<file path="src/core/aux_status_pkg.sv">
// Constants, field layouts and enumerations of the auxiliary status bank.
package aux_status_pkg;

    // ------------------------------------------------------------
    // Register indexes and byte addresses
    // ------------------------------------------------------------
    localparam int IDX_SERIAL_RX = 'h09;
    localparam int IDX_AUX_RX = 'h0a;
    localparam int IDX_RANGE = 'h0b;
    localparam int IDX_CASSETTE = 'h0d;
    localparam logic [7:0] ADDR_SERIAL_RX = 8'(4 * IDX_SERIAL_RX);
    localparam logic [7:0] ADDR_AUX_RX = 8'(4 * IDX_AUX_RX);
    localparam logic [7:0] ADDR_RANGE = 8'(4 * IDX_RANGE);
    localparam logic [7:0] ADDR_CASSETTE = 8'(4 * IDX_CASSETTE);
    localparam logic [7:0] ADDR_PORT_CTRL = 8'h40;
    localparam logic [7:0] ADDR_IRQ_STATUS = 8'h44;
    localparam logic [7:0] ADDR_IRQ_MASK = 8'h48;

    // ------------------------------------------------------------
    // Field positions and widths
    // ------------------------------------------------------------
    localparam int RX_DIGITS = 4;
    localparam int RANGE_COUNT = 8;
    localparam int PULSE_BIT = 15;
    localparam int CAS_PRESENT_BIT = 0;
    localparam int CAS_CLOCK_BIT = 1;
    localparam int CAS_PROTECT_BIT = 2;
    localparam int CAS_TYPE_LSB = 4;
    localparam int CTRL_SER_MODE_LSB = 0;
    localparam int CTRL_AUX_MODE_LSB = 2;
    localparam int CTRL_CLR_SER_BIT = 8;
    localparam int CTRL_CLR_AUX_BIT = 9;
    localparam int CTRL_CLR_OVF_BIT = 10;
    localparam int CTRL_OVF_FLAG_BIT = 16;
    localparam int IRQ_SER_RX = 0;
    localparam int IRQ_AUX_RX = 1;
    localparam int IRQ_AUX_OVF = 2;
    localparam int IRQ_RANGE = 3;
    localparam int IRQ_PULSE = 4;
    localparam int IRQ_WIDTH = 5;

    // ------------------------------------------------------------
    // Reset values and counts
    // ------------------------------------------------------------
    localparam logic [IRQ_WIDTH-1:0] IRQ_MASK_RESET = 5'h00;
    localparam logic [2:0] STRAP_WAIT_CYCLES = 3'h3;

    // ------------------------------------------------------------
    // Enumerations
    // ------------------------------------------------------------
    typedef enum logic [1:0] {
        MODE_OFF = 2'b00,
        MODE_HOST_LINK = 2'b01,
        MODE_SERIAL = 2'b10,
        MODE_SPARE = 2'b11
    } port_mode_e;

    typedef enum logic [3:0] {
        CAS_NONE = 4'h0,
        CAS_EEPROM_4K = 4'h1,
        CAS_EEPROM_8K = 4'h2,
        CAS_FLASH_16K = 4'h3,
        CAS_EPROM = 4'h4
    } cassette_type_e;

    typedef enum logic [0:0] {
        CAP_WAIT = 1'b0,
        CAP_DONE = 1'b1
    } capture_state_e;

endpackage : aux_status_pkg

</file>
<file path="src/core/level_sync.sv">
// Two-stage synchroniser for a group of asynchronous levels.
`timescale 1ns/1ns
`default_nettype none
module level_sync #(
    parameter int WIDTH = 1
) (
    // Clock and reset
    input wire logic pclk,
    input wire logic presetn,
    // Levels
    input wire logic [WIDTH-1:0] async_in,
    output logic [WIDTH-1:0] sync_out
);

    logic [WIDTH-1:0] stage1;

    // Only the second stage reads the first one.
    always_ff @(posedge pclk or negedge presetn) begin
        if (!presetn) begin
            stage1 <= '0;
            sync_out <= '0;
        end else begin
            stage1 <= async_in;
            sync_out <= stage1;
        end
    end

endmodule : level_sync
`default_nettype wire

</file>
<file path="src/core/bcd_counter.sv">
// Decimal counter of several digits with synchronous clear.
`timescale 1ns/1ns
`default_nettype none
module bcd_counter #(
    parameter int DIGITS = 4
) (
    // Clock and reset
    input wire logic pclk,
    input wire logic presetn,
    // Control
    input wire logic clear,
    input wire logic inc,
    // Count
    output logic [4*DIGITS-1:0] count
);

    logic [4*DIGITS-1:0] next_count;

    always_comb begin
        logic carry;
        carry = inc;
        next_count = count;
        for (int i = 0; i < DIGITS; i++) begin
            if (carry) begin
                if (count[4*i +: 4] == 4'h9) begin
                    next_count[4*i +: 4] = 4'h0;
                end else begin
                    next_count[4*i +: 4] = count[4*i +: 4] + 4'h1;
                    carry = 1'b0;
                end
            end
        end
    end

    // A byte that lands on the clearing cycle is still counted.
    always_ff @(posedge pclk or negedge presetn) begin
        if (!presetn) begin
            count <= '0;
        end else if (clear) begin
            count <= {{(4*DIGITS-1){1'b0}}, inc};
        end else begin
            count <= next_count;
        end
    end

endmodule : bcd_counter
`default_nettype wire

</file>
<file path="src/core/aux_status_word_bank.sv">
// Auxiliary status word bank with APB slave and interrupt logic.
//
// Function
// - Serial port byte count kept as four BCD digits, counting in serial-command mode.
// - Auxiliary port byte count kept as four BCD digits, serial-command mode only.
// - Bit n of the counter word follows comparison range n+1 hit.
// - Bit 15 of the counter word shows pulse output running.
// - Cassette-present bit reflects detection captured at power-up only.
// - Clock-available bit set when the installed cassette carries a clock.
// - Write-protect set for protected EEPROM or flash, always for EPROM.
// - Cassette type code in bits 4 to 7, values 0 to 4.
// - Aux overflow flag only meaningful in host-link or serial-command mode.
`timescale 1ns/1ns
`default_nettype none
module aux_status_word_bank (
    // Clock and reset
    input wire logic pclk,
    input wire logic presetn,
    // APB slave
    input wire logic psel,
    input wire logic penable,
    input wire logic pwrite,
    input wire logic [7:0] paddr,
    input wire logic [31:0] pwdata,
    output logic [31:0] prdata,
    output logic pready,
    output logic pslverr,
    // Serial port events
    input wire logic serial_rx_byte,
    input wire logic aux_rx_byte,
    input wire logic aux_rx_overflow,
    // High-speed counter and pulse output
    input wire logic [7:0] counter_range_hit,
    input wire logic pulse_active,
    // Memory cassette pins
    input wire logic cas_detect,
    input wire logic cas_clock,
    input wire logic cas_protect,
    input wire logic [3:0] cas_kind,
    // Interrupt
    output logic irq
);

    // ------------------------------------------------------------
    // Declarations
    // ------------------------------------------------------------
    logic [15:0] serial_count;
    logic [15:0] aux_count;
    logic [7:0] range_flags;
    logic pulse_flag;
    logic [1:0] ser_mode;
    logic [1:0] aux_mode;
    logic aux_ovf;
    logic aux_ovf_valid;
    logic cas_present;
    logic cas_clock_avail;
    logic [3:0] cas_type;
    logic cas_protected;
    logic [6:0] cas_sync;
    logic [2:0] strap_wait;
    aux_status_pkg::capture_state_e cap_state;
    logic [aux_status_pkg::IRQ_WIDTH-1:0] irq_status;
    logic [aux_status_pkg::IRQ_WIDTH-1:0] irq_mask;
    logic [aux_status_pkg::IRQ_WIDTH-1:0] irq_event;
    logic setup_phase;
    logic wr_access;
    logic addr_hit;
    logic addr_ro;
    logic [31:0] rd_value;
    logic ser_inc;
    logic aux_inc;
    logic clr_ser;
    logic clr_aux;
    logic clr_ovf;
    logic [15:0] range_word;
    logic [15:0] cassette_word;

    // ------------------------------------------------------------
    // APB decode
    // ------------------------------------------------------------
    assign setup_phase = psel && !penable;
    assign wr_access = psel && penable && pwrite && addr_hit && !addr_ro;
    assign pready = 1'b1;

    always_comb begin
        addr_hit = 1'b1;
        addr_ro = 1'b0;
        case (paddr)
            aux_status_pkg::ADDR_SERIAL_RX,
            aux_status_pkg::ADDR_AUX_RX,
            aux_status_pkg::ADDR_RANGE,
            aux_status_pkg::ADDR_CASSETTE: addr_ro = 1'b1;
            aux_status_pkg::ADDR_PORT_CTRL,
            aux_status_pkg::ADDR_IRQ_STATUS,
            aux_status_pkg::ADDR_IRQ_MASK: addr_ro = 1'b0;
            default: addr_hit = 1'b0;
        endcase
    end

    // Writes to the status words are refused rather than silently lost.
    assign pslverr = psel && penable && (!addr_hit || (addr_ro && pwrite));

    assign clr_ser = wr_access && paddr == aux_status_pkg::ADDR_PORT_CTRL &&
        pwdata[aux_status_pkg::CTRL_CLR_SER_BIT];
    assign clr_aux = wr_access && paddr == aux_status_pkg::ADDR_PORT_CTRL &&
        pwdata[aux_status_pkg::CTRL_CLR_AUX_BIT];
    assign clr_ovf = wr_access && paddr == aux_status_pkg::ADDR_PORT_CTRL &&
        pwdata[aux_status_pkg::CTRL_CLR_OVF_BIT];

    // ------------------------------------------------------------
    // Port mode control
    // ------------------------------------------------------------
    always_ff @(posedge pclk or negedge presetn) begin
        if (!presetn) begin
            ser_mode <= aux_status_pkg::MODE_OFF;
            aux_mode <= aux_status_pkg::MODE_OFF;
        end else if (wr_access && paddr == aux_status_pkg::ADDR_PORT_CTRL) begin
            ser_mode <= pwdata[aux_status_pkg::CTRL_SER_MODE_LSB +: 2];
            aux_mode <= pwdata[aux_status_pkg::CTRL_AUX_MODE_LSB +: 2];
        end
    end

    // ------------------------------------------------------------
    // Reception counters
    // ------------------------------------------------------------
    assign ser_inc = serial_rx_byte && ser_mode == aux_status_pkg::MODE_SERIAL;
    assign aux_inc = aux_rx_byte && aux_mode == aux_status_pkg::MODE_SERIAL;

    bcd_counter #(
        .DIGITS(aux_status_pkg::RX_DIGITS)
    ) u_serial_count (
        .pclk(pclk),
        .presetn(presetn),
        .clear(clr_ser),
        .inc(ser_inc),
        .count(serial_count)
    );

    bcd_counter #(
        .DIGITS(aux_status_pkg::RX_DIGITS)
    ) u_aux_count (
        .pclk(pclk),
        .presetn(presetn),
        .clear(clr_aux),
        .inc(aux_inc),
        .count(aux_count)
    );

    // ------------------------------------------------------------
    // Auxiliary port overflow flag
    // ------------------------------------------------------------
    assign aux_ovf_valid = aux_mode == aux_status_pkg::MODE_HOST_LINK ||
        aux_mode == aux_status_pkg::MODE_SERIAL;

    always_ff @(posedge pclk or negedge presetn) begin
        if (!presetn) begin
            aux_ovf <= 1'b0;
        end else if (aux_rx_overflow && aux_ovf_valid) begin
            aux_ovf <= 1'b1;
        end else if (clr_ovf) begin
            aux_ovf <= 1'b0;
        end
    end

    // ------------------------------------------------------------
    // Counter range and pulse status
    // ------------------------------------------------------------
    always_ff @(posedge pclk or negedge presetn) begin
        if (!presetn) begin
            range_flags <= 8'h00;
            pulse_flag <= 1'b0;
        end else begin
            range_flags <= counter_range_hit;
            pulse_flag <= pulse_active;
        end
    end

    assign range_word = {pulse_flag, 7'h00, range_flags};

    // ------------------------------------------------------------
    // Memory cassette detection
    // ------------------------------------------------------------
    level_sync #(
        .WIDTH(7)
    ) u_cas_sync (
        .pclk(pclk),
        .presetn(presetn),
        .async_in({cas_kind, cas_protect, cas_clock, cas_detect}),
        .sync_out(cas_sync)
    );

    // Presence and type are caught once, after the synchroniser has filled,
    // so a cassette pulled at run time does not change the presence, clock or type bits.
    always_ff @(posedge pclk or negedge presetn) begin
        if (!presetn) begin
            cap_state <= aux_status_pkg::CAP_WAIT;
            strap_wait <= 3'h0;
            cas_present <= 1'b0;
            cas_clock_avail <= 1'b0;
            cas_type <= aux_status_pkg::CAS_NONE;
        end else begin
            case (cap_state)
                aux_status_pkg::CAP_WAIT: begin
                    strap_wait <= strap_wait + 3'h1;
                    if (strap_wait == aux_status_pkg::STRAP_WAIT_CYCLES) begin
                        cap_state <= aux_status_pkg::CAP_DONE;
                        cas_present <= cas_sync[0];
                        cas_clock_avail <= cas_sync[0] && cas_sync[1];
                        if (cas_sync[0] && cas_sync[6:3] <= 4'h4) begin
                            cas_type <= cas_sync[6:3];
                        end
                    end
                end
                aux_status_pkg::CAP_DONE: cap_state <= aux_status_pkg::CAP_DONE;
                default: cap_state <= aux_status_pkg::CAP_WAIT;
            endcase
        end
    end

    always_ff @(posedge pclk or negedge presetn) begin
        if (!presetn) begin
            cas_protected <= 1'b0;
        end else begin
            case (cas_type)
                aux_status_pkg::CAS_EEPROM_4K,
                aux_status_pkg::CAS_EEPROM_8K,
                aux_status_pkg::CAS_FLASH_16K: cas_protected <= cas_sync[2];
                aux_status_pkg::CAS_EPROM: cas_protected <= 1'b1;
                default: cas_protected <= 1'b0;
            endcase
        end
    end

    assign cassette_word = {8'h00, cas_type, 1'b0, cas_protected,
        cas_clock_avail, cas_present};

    // ------------------------------------------------------------
    // Interrupts
    // ------------------------------------------------------------
    assign irq_event[aux_status_pkg::IRQ_SER_RX] = ser_inc;
    assign irq_event[aux_status_pkg::IRQ_AUX_RX] = aux_inc;
    assign irq_event[aux_status_pkg::IRQ_AUX_OVF] = aux_rx_overflow && aux_ovf_valid;
    assign irq_event[aux_status_pkg::IRQ_RANGE] = |(counter_range_hit & ~range_flags);
    assign irq_event[aux_status_pkg::IRQ_PULSE] = pulse_active && !pulse_flag;

    // An event on the clearing cycle keeps its bit set.
    always_ff @(posedge pclk or negedge presetn) begin
        if (!presetn) begin
            irq_status <= '0;
        end else if (wr_access && paddr == aux_status_pkg::ADDR_IRQ_STATUS) begin
            irq_status <= (irq_status & ~pwdata[aux_status_pkg::IRQ_WIDTH-1:0]) |
                irq_event;
        end else begin
            irq_status <= irq_status | irq_event;
        end
    end

    always_ff @(posedge pclk or negedge presetn) begin
        if (!presetn) begin
            irq_mask <= aux_status_pkg::IRQ_MASK_RESET;
        end else if (wr_access && paddr == aux_status_pkg::ADDR_IRQ_MASK) begin
            irq_mask <= pwdata[aux_status_pkg::IRQ_WIDTH-1:0];
        end
    end

    assign irq = |(irq_status & irq_mask);

    // ------------------------------------------------------------
    // Read data
    // ------------------------------------------------------------
    always_comb begin
        rd_value = 32'h0000_0000;
        case (paddr)
            aux_status_pkg::ADDR_SERIAL_RX: rd_value[15:0] = serial_count;
            aux_status_pkg::ADDR_AUX_RX: rd_value[15:0] = aux_count;
            aux_status_pkg::ADDR_RANGE: rd_value[15:0] = range_word;
            aux_status_pkg::ADDR_CASSETTE: rd_value[15:0] = cassette_word;
            aux_status_pkg::ADDR_PORT_CTRL: begin
                rd_value[aux_status_pkg::CTRL_SER_MODE_LSB +: 2] = ser_mode;
                rd_value[aux_status_pkg::CTRL_AUX_MODE_LSB +: 2] = aux_mode;
                rd_value[aux_status_pkg::CTRL_OVF_FLAG_BIT] =
                    aux_ovf && aux_ovf_valid;
            end
            aux_status_pkg::ADDR_IRQ_STATUS:
                rd_value[aux_status_pkg::IRQ_WIDTH-1:0] = irq_status;
            aux_status_pkg::ADDR_IRQ_MASK:
                rd_value[aux_status_pkg::IRQ_WIDTH-1:0] = irq_mask;
            default: rd_value = 32'h0000_0000;
        endcase
    end

    // Read data is taken in the setup cycle so it is ready with no wait.
    always_ff @(posedge pclk or negedge presetn) begin
        if (!presetn) begin
            prdata <= 32'h0000_0000;
        end else if (setup_phase && !pwrite) begin
            prdata <= rd_value;
        end
    end
endmodule : aux_status_word_bank
`default_nettype wire

</file>
<file path="config.mk">
export PLATFORM = sky130hd
export DESIGN_NAME = aux_status_word_bank
export DESIGN_NICKNAME = d
export VERILOG_FILES = /design/src/core/aux_status_pkg.sv /design/src/core/level_sync.sv /design/src/core/bcd_counter.sv /design/src/core/aux_status_word_bank.sv
export SDC_FILE = /design/constraint.sdc
export NUM_CORES = 1
export LEC_CHECK = 0
export ABC_AREA = 1
export BUFFER_PORTS_ARGS = -buffer_cell sky130_fd_sc_hd__buf_2
export CORE_AREA = 3 3 112 114
export DETAILED_ROUTE_END_ITERATION = 12
export DIE_AREA = 0 0 115 117
export PLACE_DENSITY_LB_ADDON = 0.1
export SLEW_MARGIN = 20
export SYNTH_ARGS = -nofsm -noshare
export SYNTH_HDL_FRONTEND = slang
export SYNTH_SLANG_ARGS = --single-unit
</file>
<file path="constraint.sdc">
create_clock -name pclk -period 2.2 [get_ports pclk]
set_input_delay 0.33 -clock pclk [delete_from_list [all_inputs] [get_ports pclk]]
set_output_delay 0.33 -clock pclk [all_outputs]
set_load 0.05 [all_outputs]
</file>
==> results by group, run 1 <==
Status
  • Status: finished clean

Critical path
  • Worst r2r path cells: 12
  • Startpoint class of the critical path: input port
  • Slowest-stage cell, CP: buf_2
  • CP endpoint: pslverr
  • CP startpoint: paddr[4]
  • Crit path kind: in2out
  • Worst path arrival time: 1.52 ns
  • Worst reg2reg endpoint: u_aux_count.count[14]
  • Worst path required time: 1.87 ns
  • Crit-path cells: buf_2, nor2_1, nand2_1, nor2_2, nor2_4, o22ai_1, buf_2
  • Crit path top cell by count: buf_2
  • Max stage delay on crit path: 0.30 ns
  • Critical Path Fanout Max: 4
  • RR Startpoint: u_aux_count.count[1]
  • R2R Setup Slk: 0.43 ns
  • CP Capture Type: output pin

Synth
  • EDFF count, synth: 0
  • Synth top area share: 47.05%
  • Avg Cell Area, Syn: 8.448 um2
  • Area contributors post-synth: dfrtp_1 (47%), nand2_1 (10%), inv_1 (5.3%), nand3_1 (5.1%), ha_1 (4.1%)
  • Synth cell types: 42
  • Gate Count Post-Synth: 617
  • Area leader, netlist: dfrtp_1
  • Top_reg_cell synth: dfrtp_1
  • Post-synthesis sequential area ratio: 47.05%
  • Synth Cell Area: 5212 um2
  • Yosys warnings: 0
  • Ys async rst share: 100.0%
  • Flop and latch count out of synthesis: 98
  • Most common cell in the netlist: nand2_1
  • Synth top cells by count: nand2_1 (143), dfrtp_1 (98), inv_1 (74), nand3_1 (53), nor2_1 (51)

CTS
  • Post CTS Setup Buffer Count: 0
  • Clk Latency, worst-skew pair: 0.35 ns
  • # hold bufs at CTS: 1
  • CTS tree: yes
  • CTS Buf Count: 9
  • CTS Buffer Depth: 2
  • Clock root buffer master: clkbuf_16
  • CTS resizes: 0
  • Htree depth: 3
  • Clock Sinks: 98
  • Reg clk slew, reported paths: 0.07 ns

Final layout
  • Area Growth Syn to Fin: 14.31%
  • Number of diodes: 0
  • Layout cells sized above 1: 19.39%
  • Fin nets: 768

Worst hold path
  • Worst hold path type: in2reg
  • Hold Path Stages: 1

STA
  • Least-Margin Pin Slew: 0.5321 ns
  • Pins Over Slew Limit: 0
  • Layout Skew: 0.01057 ns
  • FMAX: 541.1 MHz
  • Sum of negative setup slack: 0 ns
  • RSZ-0062 raised after global routing: no
  • Final period util: 84.01%
  • Final Critical Period: 1.848 ns
  • Final hold vios: 0
  • Final setup violating endpoints: 0
  • Rel. slew slack: 64.31%

Routing
  • Aggregate routed wire length: 12.00 mm
  • Pre-Repair DR Iteration Count: 7
  • Vias per cell: 5.017
  • Drt drc: 0
  • Routed Antenna Nets: 0
  • DR vias: 4184
  • First DRT Iteration DRCs: 260
  • Wire length per cell: 14.39 um

Die
  • Die area: 13460 um2
  • IO Pins: 99
  • Die height: 117 um
  • Placement row count: 39
  • Placeable Area: 11520 um2
  • Die X-Extent: 115 um
  • Initial Utilization: 45.26%

Flow run
  • Max Cap Viol: 0

GRT
  • Vias in the first global route: 3962
  • Pin count of the biggest net entering global routing: 57
  • GR Util All Layers: 19.16%
  • GR Overflow Total: 0
  • First-pass GRT wire length: 19.92 mm
  • Initial antenna violation count: 0

Placed design
  • DP HPWL: 9.182 mm
  • Port Buffer Count: 58
  • GP Congestion: 0.8717

Power
  • Power, Total: 3.837 mW
  • PwrDens: 644.0 nW/um2
  • Leak: 3.096 nW
  • VDD IR-drop max: 444.5 uV
==> area by class of cell <==
| type | instances | area [um2] |
|---|---|---|
| clock buffers | 10 | 239.0 |
| clock inverters | 5 | 61.31 |
| fillers | 1098 | 5558 |
| inverters | 84 | 317.8 |
| multi-input cells | 428 | 2341 |
| flip-flops and latches | 98 | 2452 |
| well taps | 143 | 178.9 |
| repair buffers | 66 | 367.9 |
==> how the worst min path moves through the flow <==
| stage | startpoint | end | slack, ns |
|---|---|---|---|
| after floorplan | presetn | aux_mode[0] | 0.03 |
| after detailed placement | presetn | irq_status[4] | 0.20 |
| final | cas_protect | u_cas_sync.stage1[2] | 0.08 |
| after CTS | cas_kind[0] | u_cas_sync.stage1[3] | 0.07 |
| after global placement | presetn | irq_mask[4] | 0.20 |
| after global routing | cas_kind[0] | u_cas_sync.stage1[3] | 0.07 |
==> logic make-up (layout without fill, tap and decap cells) <==
kind of cell             count (synthesis)  in the layout  share of synthesized area (%)
AND/OR/NAND/NOR                        303            303                          28.97
buffers and inverters                  105            165                          9.050
flip-flops                              98             98                          47.05
AO/OA/AOI/OAI                           79             79                          8.426
adder cells (fa/ha/maj)                 17             17                          4.081
XOR/XNOR                                11             11                          1.848
other                                    2             16                         0.1441
multiplexers                             2              2                         0.4320
==> critical path, delay by kind of cell <==
kind                   cells  cell delay [ns]
AO/OA/AOI/OAI              1             0.21
buffers and inverters      2             0.41
AND/OR/NAND/NOR            4             0.56
==> registers in the layout, indices dropped and copies added (netlist names), 3 cells and up <==
name,cells
cas_type,4
irq_mask,5
irq_status,5
prdata,17
range_flags,8
strap_wait,3
u_aux_count.count,16
u_cas_sync.stage1,7
u_cas_sync.sync_out,7
u_serial_count.count,16
==> through the flow <==
stage | std cells | hold slack [ns] | cell area (um2) | utilization, % | setup WS, ns
finish | 834 | 0.08317 | 5958 | 51.74 | 0.3518
global route | 834 | 0.06512 | 5958 | 51.74 | 0.2213
CTS | 834 | 0.06757 | 5958 | 51.74 | 0.3685
detailed placement | 818 | 0.1991 | 5648 | 49.04 | 0.3593
global placement | 818 | 0.1988 | 5648 | 49.04 | 0.3724
floorplan | 631 | 0.03441 | 5265 | - | 0.2600
==> layer usage <==
layer  share of wire (%)  up-vias  GRT usage [%]
met5                   0        -              0
met4                 1.8        0          7.042
met3                 5.0       17          3.548
met2                  47      102          31.52
met1                  46     1973          25.41
li1                    -     2092              -
==> where the power goes <==
| part | switching, mW | leakage [nW] | internal, mW |
|---|---|---|---|
| sequential | 0.0364 | 1.25 | 1.86 |
| clock | 0.705 | 0.149 | 0.915 |
| combinational | 0.236 | 1.69 | 0.0843 |
==> cell usage in the layout (no fill, tap or decap), drive strengths merged, types with 2 or more instances in the layout <==
master  synthesis  final
a21oi          11     11
a221oi          3      3
buf            19     65
clkbuf          2     10
clkinv          1      3
conb            2     16
dfrtp          98     98
ha             17     17
inv            83     85
mux2            2      2
nand2         157    157
nand3          54     54
nand4           8      8
nor2           69     69
nor3           11     11
o21ai          46     46
o22ai          12     12
or2             2      2
xor2           10     10
Note: power is estimated with default switching activity, not from simulation.
==> run 2: changes to the inputs <==
clock period = 1.5 ns   (was 2.2 ns; I/O delays follow)
==> run 2 against run 1 <==
  * The flow now finishes with violations (setup timing)
  * Sequential power grew 46%
  * Clock power up 33%
  * Setup slack worse by 0.42 ns
  * Final cell count increased by 9.0%
  * Largest power group unchanged
==> results by group, run 2 (synthesis gave the netlist of run 1 again) <==
Status
  • Status: finished with violations
  • Violated checks: setup timing

Power
  • Leak: 3.476 nW (+12%)
  • Power, Total: 5.540 mW (+44%)
  • VDD IR-drop max: 883.1 uV (+99%)
  • PwrDens: 813.4 nW/um2 (+26%)

CTS
  • Clock Sinks: 98 (unchanged)
  • Htree depth: 3 (unchanged)
  • Reg clk slew, reported paths: 0.07 ns (about the same)
  • Clock root buffer master: clkbuf_16
  • CTS Buf Count: 9 (unchanged)
  • CTS Buffer Depth: 2 (unchanged)
  • Clk Latency, worst-skew pair: 0.35 ns (about the same)
  • CTS tree: yes

Routing
  • Vias per cell: 4.958 (-1.2%)
  • Aggregate routed wire length: 12.80 mm (+6.7%)
  • DR vias: 4507 (+7.7%)
  • Routed Antenna Nets: 0 (unchanged)
  • Wire length per cell: 14.08 um (-2.1%)
  • Drt drc: 0 (unchanged)
  • Pre-Repair DR Iteration Count: 4 (-3)
  • First DRT Iteration DRCs: 295 (+13%)

GRT
  • Pin count of the biggest net entering global routing: 39 (-32%)
  • GR Overflow Total: 0 (unchanged)
  • Vias in the first global route: 4383 (+11%)
  • Initial antenna violation count: 0 (unchanged)
  • GR Util All Layers: 19.97% (+0.81 points)
  • First-pass GRT wire length: 20.94 mm (+5.1%)

Placed design
  • GP Congestion: 0.8154 (-6.5%)
  • DP HPWL: 9.553 mm (+4.0%)
  • Port Buffer Count: 58 (unchanged)
  • Pre-CTS setup slack: -0.09408 ns (-0.4534 ns)

Critical path
  • CP Capture Type: output pin
  • CP startpoint: irq_mask[0]
  • R2R Setup Slk: -0.05 ns (-0.48 ns)
  • RR Startpoint: u_aux_count.count[1]
  • Worst path required time: 1.27 ns (-0.60 ns)
  • Worst path arrival time: 1.34 ns (-0.18 ns)
  • Startpoint class of the critical path: flop
  • Crit path kind: reg2out
  • Critical Path Fanout Max: 3 (-1)

Final layout
  • Commonest non-fill, non-tap cell in the layout: nand2_1
  • Layout cells sized above 1: 30.68% (+11 points)
  • Fin nets: 842 (+9.6%)
  • Multi-input logic area: 2555 um2 (+9.1%)
  • Biggest register: prdata
  • Largest registers: prdata x17, u_aux_count.count x16, u_serial_count.count x16
  • Most frequent cells in the layout: nand2_1 (136), dfrtp_1 (98), inv_1 (67)
  • Max FFs per register: 17 (unchanged)
  • Number of diodes: 0 (unchanged)
  • Register Area: 2452 um2 (unchanged)
  • Layout Utilization: 59.14% (+7.4 points)
  • Area Growth Syn to Fin: 30.65%
  • Fillers: 1018 (-7.3%)

Die
  • Placement row count: 39 (unchanged)
  • Initial Utilization: 45.26% (unchanged)
  • IO Pins: 99 (unchanged)
  • Placeable Area: 11520 um2 (unchanged)
  • Die height: 117 um (unchanged)
  • Die area: 13460 um2 (unchanged)
  • Die X-Extent: 115 um (unchanged)

Flow run
  • Max Cap Viol: 0 (unchanged)

STA
  • Sum of negative setup slack: -0.2020 ns (-0.2020 ns)
  • Final Critical Period: 1.570 ns
  • Layout Skew: 0.006968 ns (-0.003601 ns)
  • RSZ-0062 raised after global routing: yes
  • Pins Over Slew Limit: 0 (unchanged)
  • Final setup violating endpoints: 7 (+7)
  • Final setup margin: -0.06952 ns (-0.4213 ns)
  • Final hold vios: 0 (unchanged)
  • Final period util: 104.6%
  • FMAX: 637.1 MHz

Worst hold path
  • HP Start: aux_rx_overflow
  • Worst hold path type: in2reg
## run 2: metrics by stage
| step | cell area (um2) | hold WS, ns | instances |
|---|---|---|---|
| 6_report | 6810 | 0.09755 | 909 |
| 5_1_grt | 6810 | 0.1336 | 909 |
| 4_1_cts | 6581 | 0.09042 | 902 |
| 3_5_place_dp | 6037 | 0.1145 | 863 |
| 3_3_place_gp | 6037 | 0.1086 | 863 |
| 2_1_floorplan | 5279 | -0.07059 | 631 |
## run 2: layer usage
layer,vias up,global-route usage [%],wire length (um)
li1,2239,-,-
met1,2154,26.26,5989
met2,101,33.33,6092
met3,13,3.496,499
met4,0,7.199,221
met5,-,0,0
## run 2: worst paths after layout
check,end,cells after the start
setup / recovery,irq,5
hold / removal,aux_ovf,3
max in group asynchronous,u_cas_sync.stage1[5],3
hold reg to reg,u_cas_sync.sync_out[0],0
setup reg to reg,u_aux_count.count[8],11
min in group asynchronous,aux_ovf,2
## run 2: critical path, stage by stage (launching register included)
cell	delay, ns
dfrtp_1	0.40
nand2_1	0.07
nand2_1	0.06
a221oi_2	0.17
nand2_1	0.12
buf_6	0.17
## run 2: repair_timing
item | in CTS | in global routing
gates resized for setup | 18 | 48
hold endpoints to repair | 30 | 0
pin swaps | 4 | 25
setup buffers | 6 | 8
setup endpoints to repair | 21 | 30
hold buffers | 17 | 0
## run 2: layout make-up
class	count	area share [%]
clock buffers	11	3.417
clock inverters	5	0.5879
inverters	84	4.740
multi-input cells	428	37.52
flip-flops and latches	98	36.01
well taps	143	2.627
repair buffers	140	15.10
## run 2: report_power, final
group / total (mW) / internal [mW] / switching [mW]
clock: 2.16 / 1.14 / 1.02
combinational: 0.593 / 0.212 / 0.382
sequential: 2.78 / 2.73 / 0.0556
total: 5.54 / 4.08 / 1.46
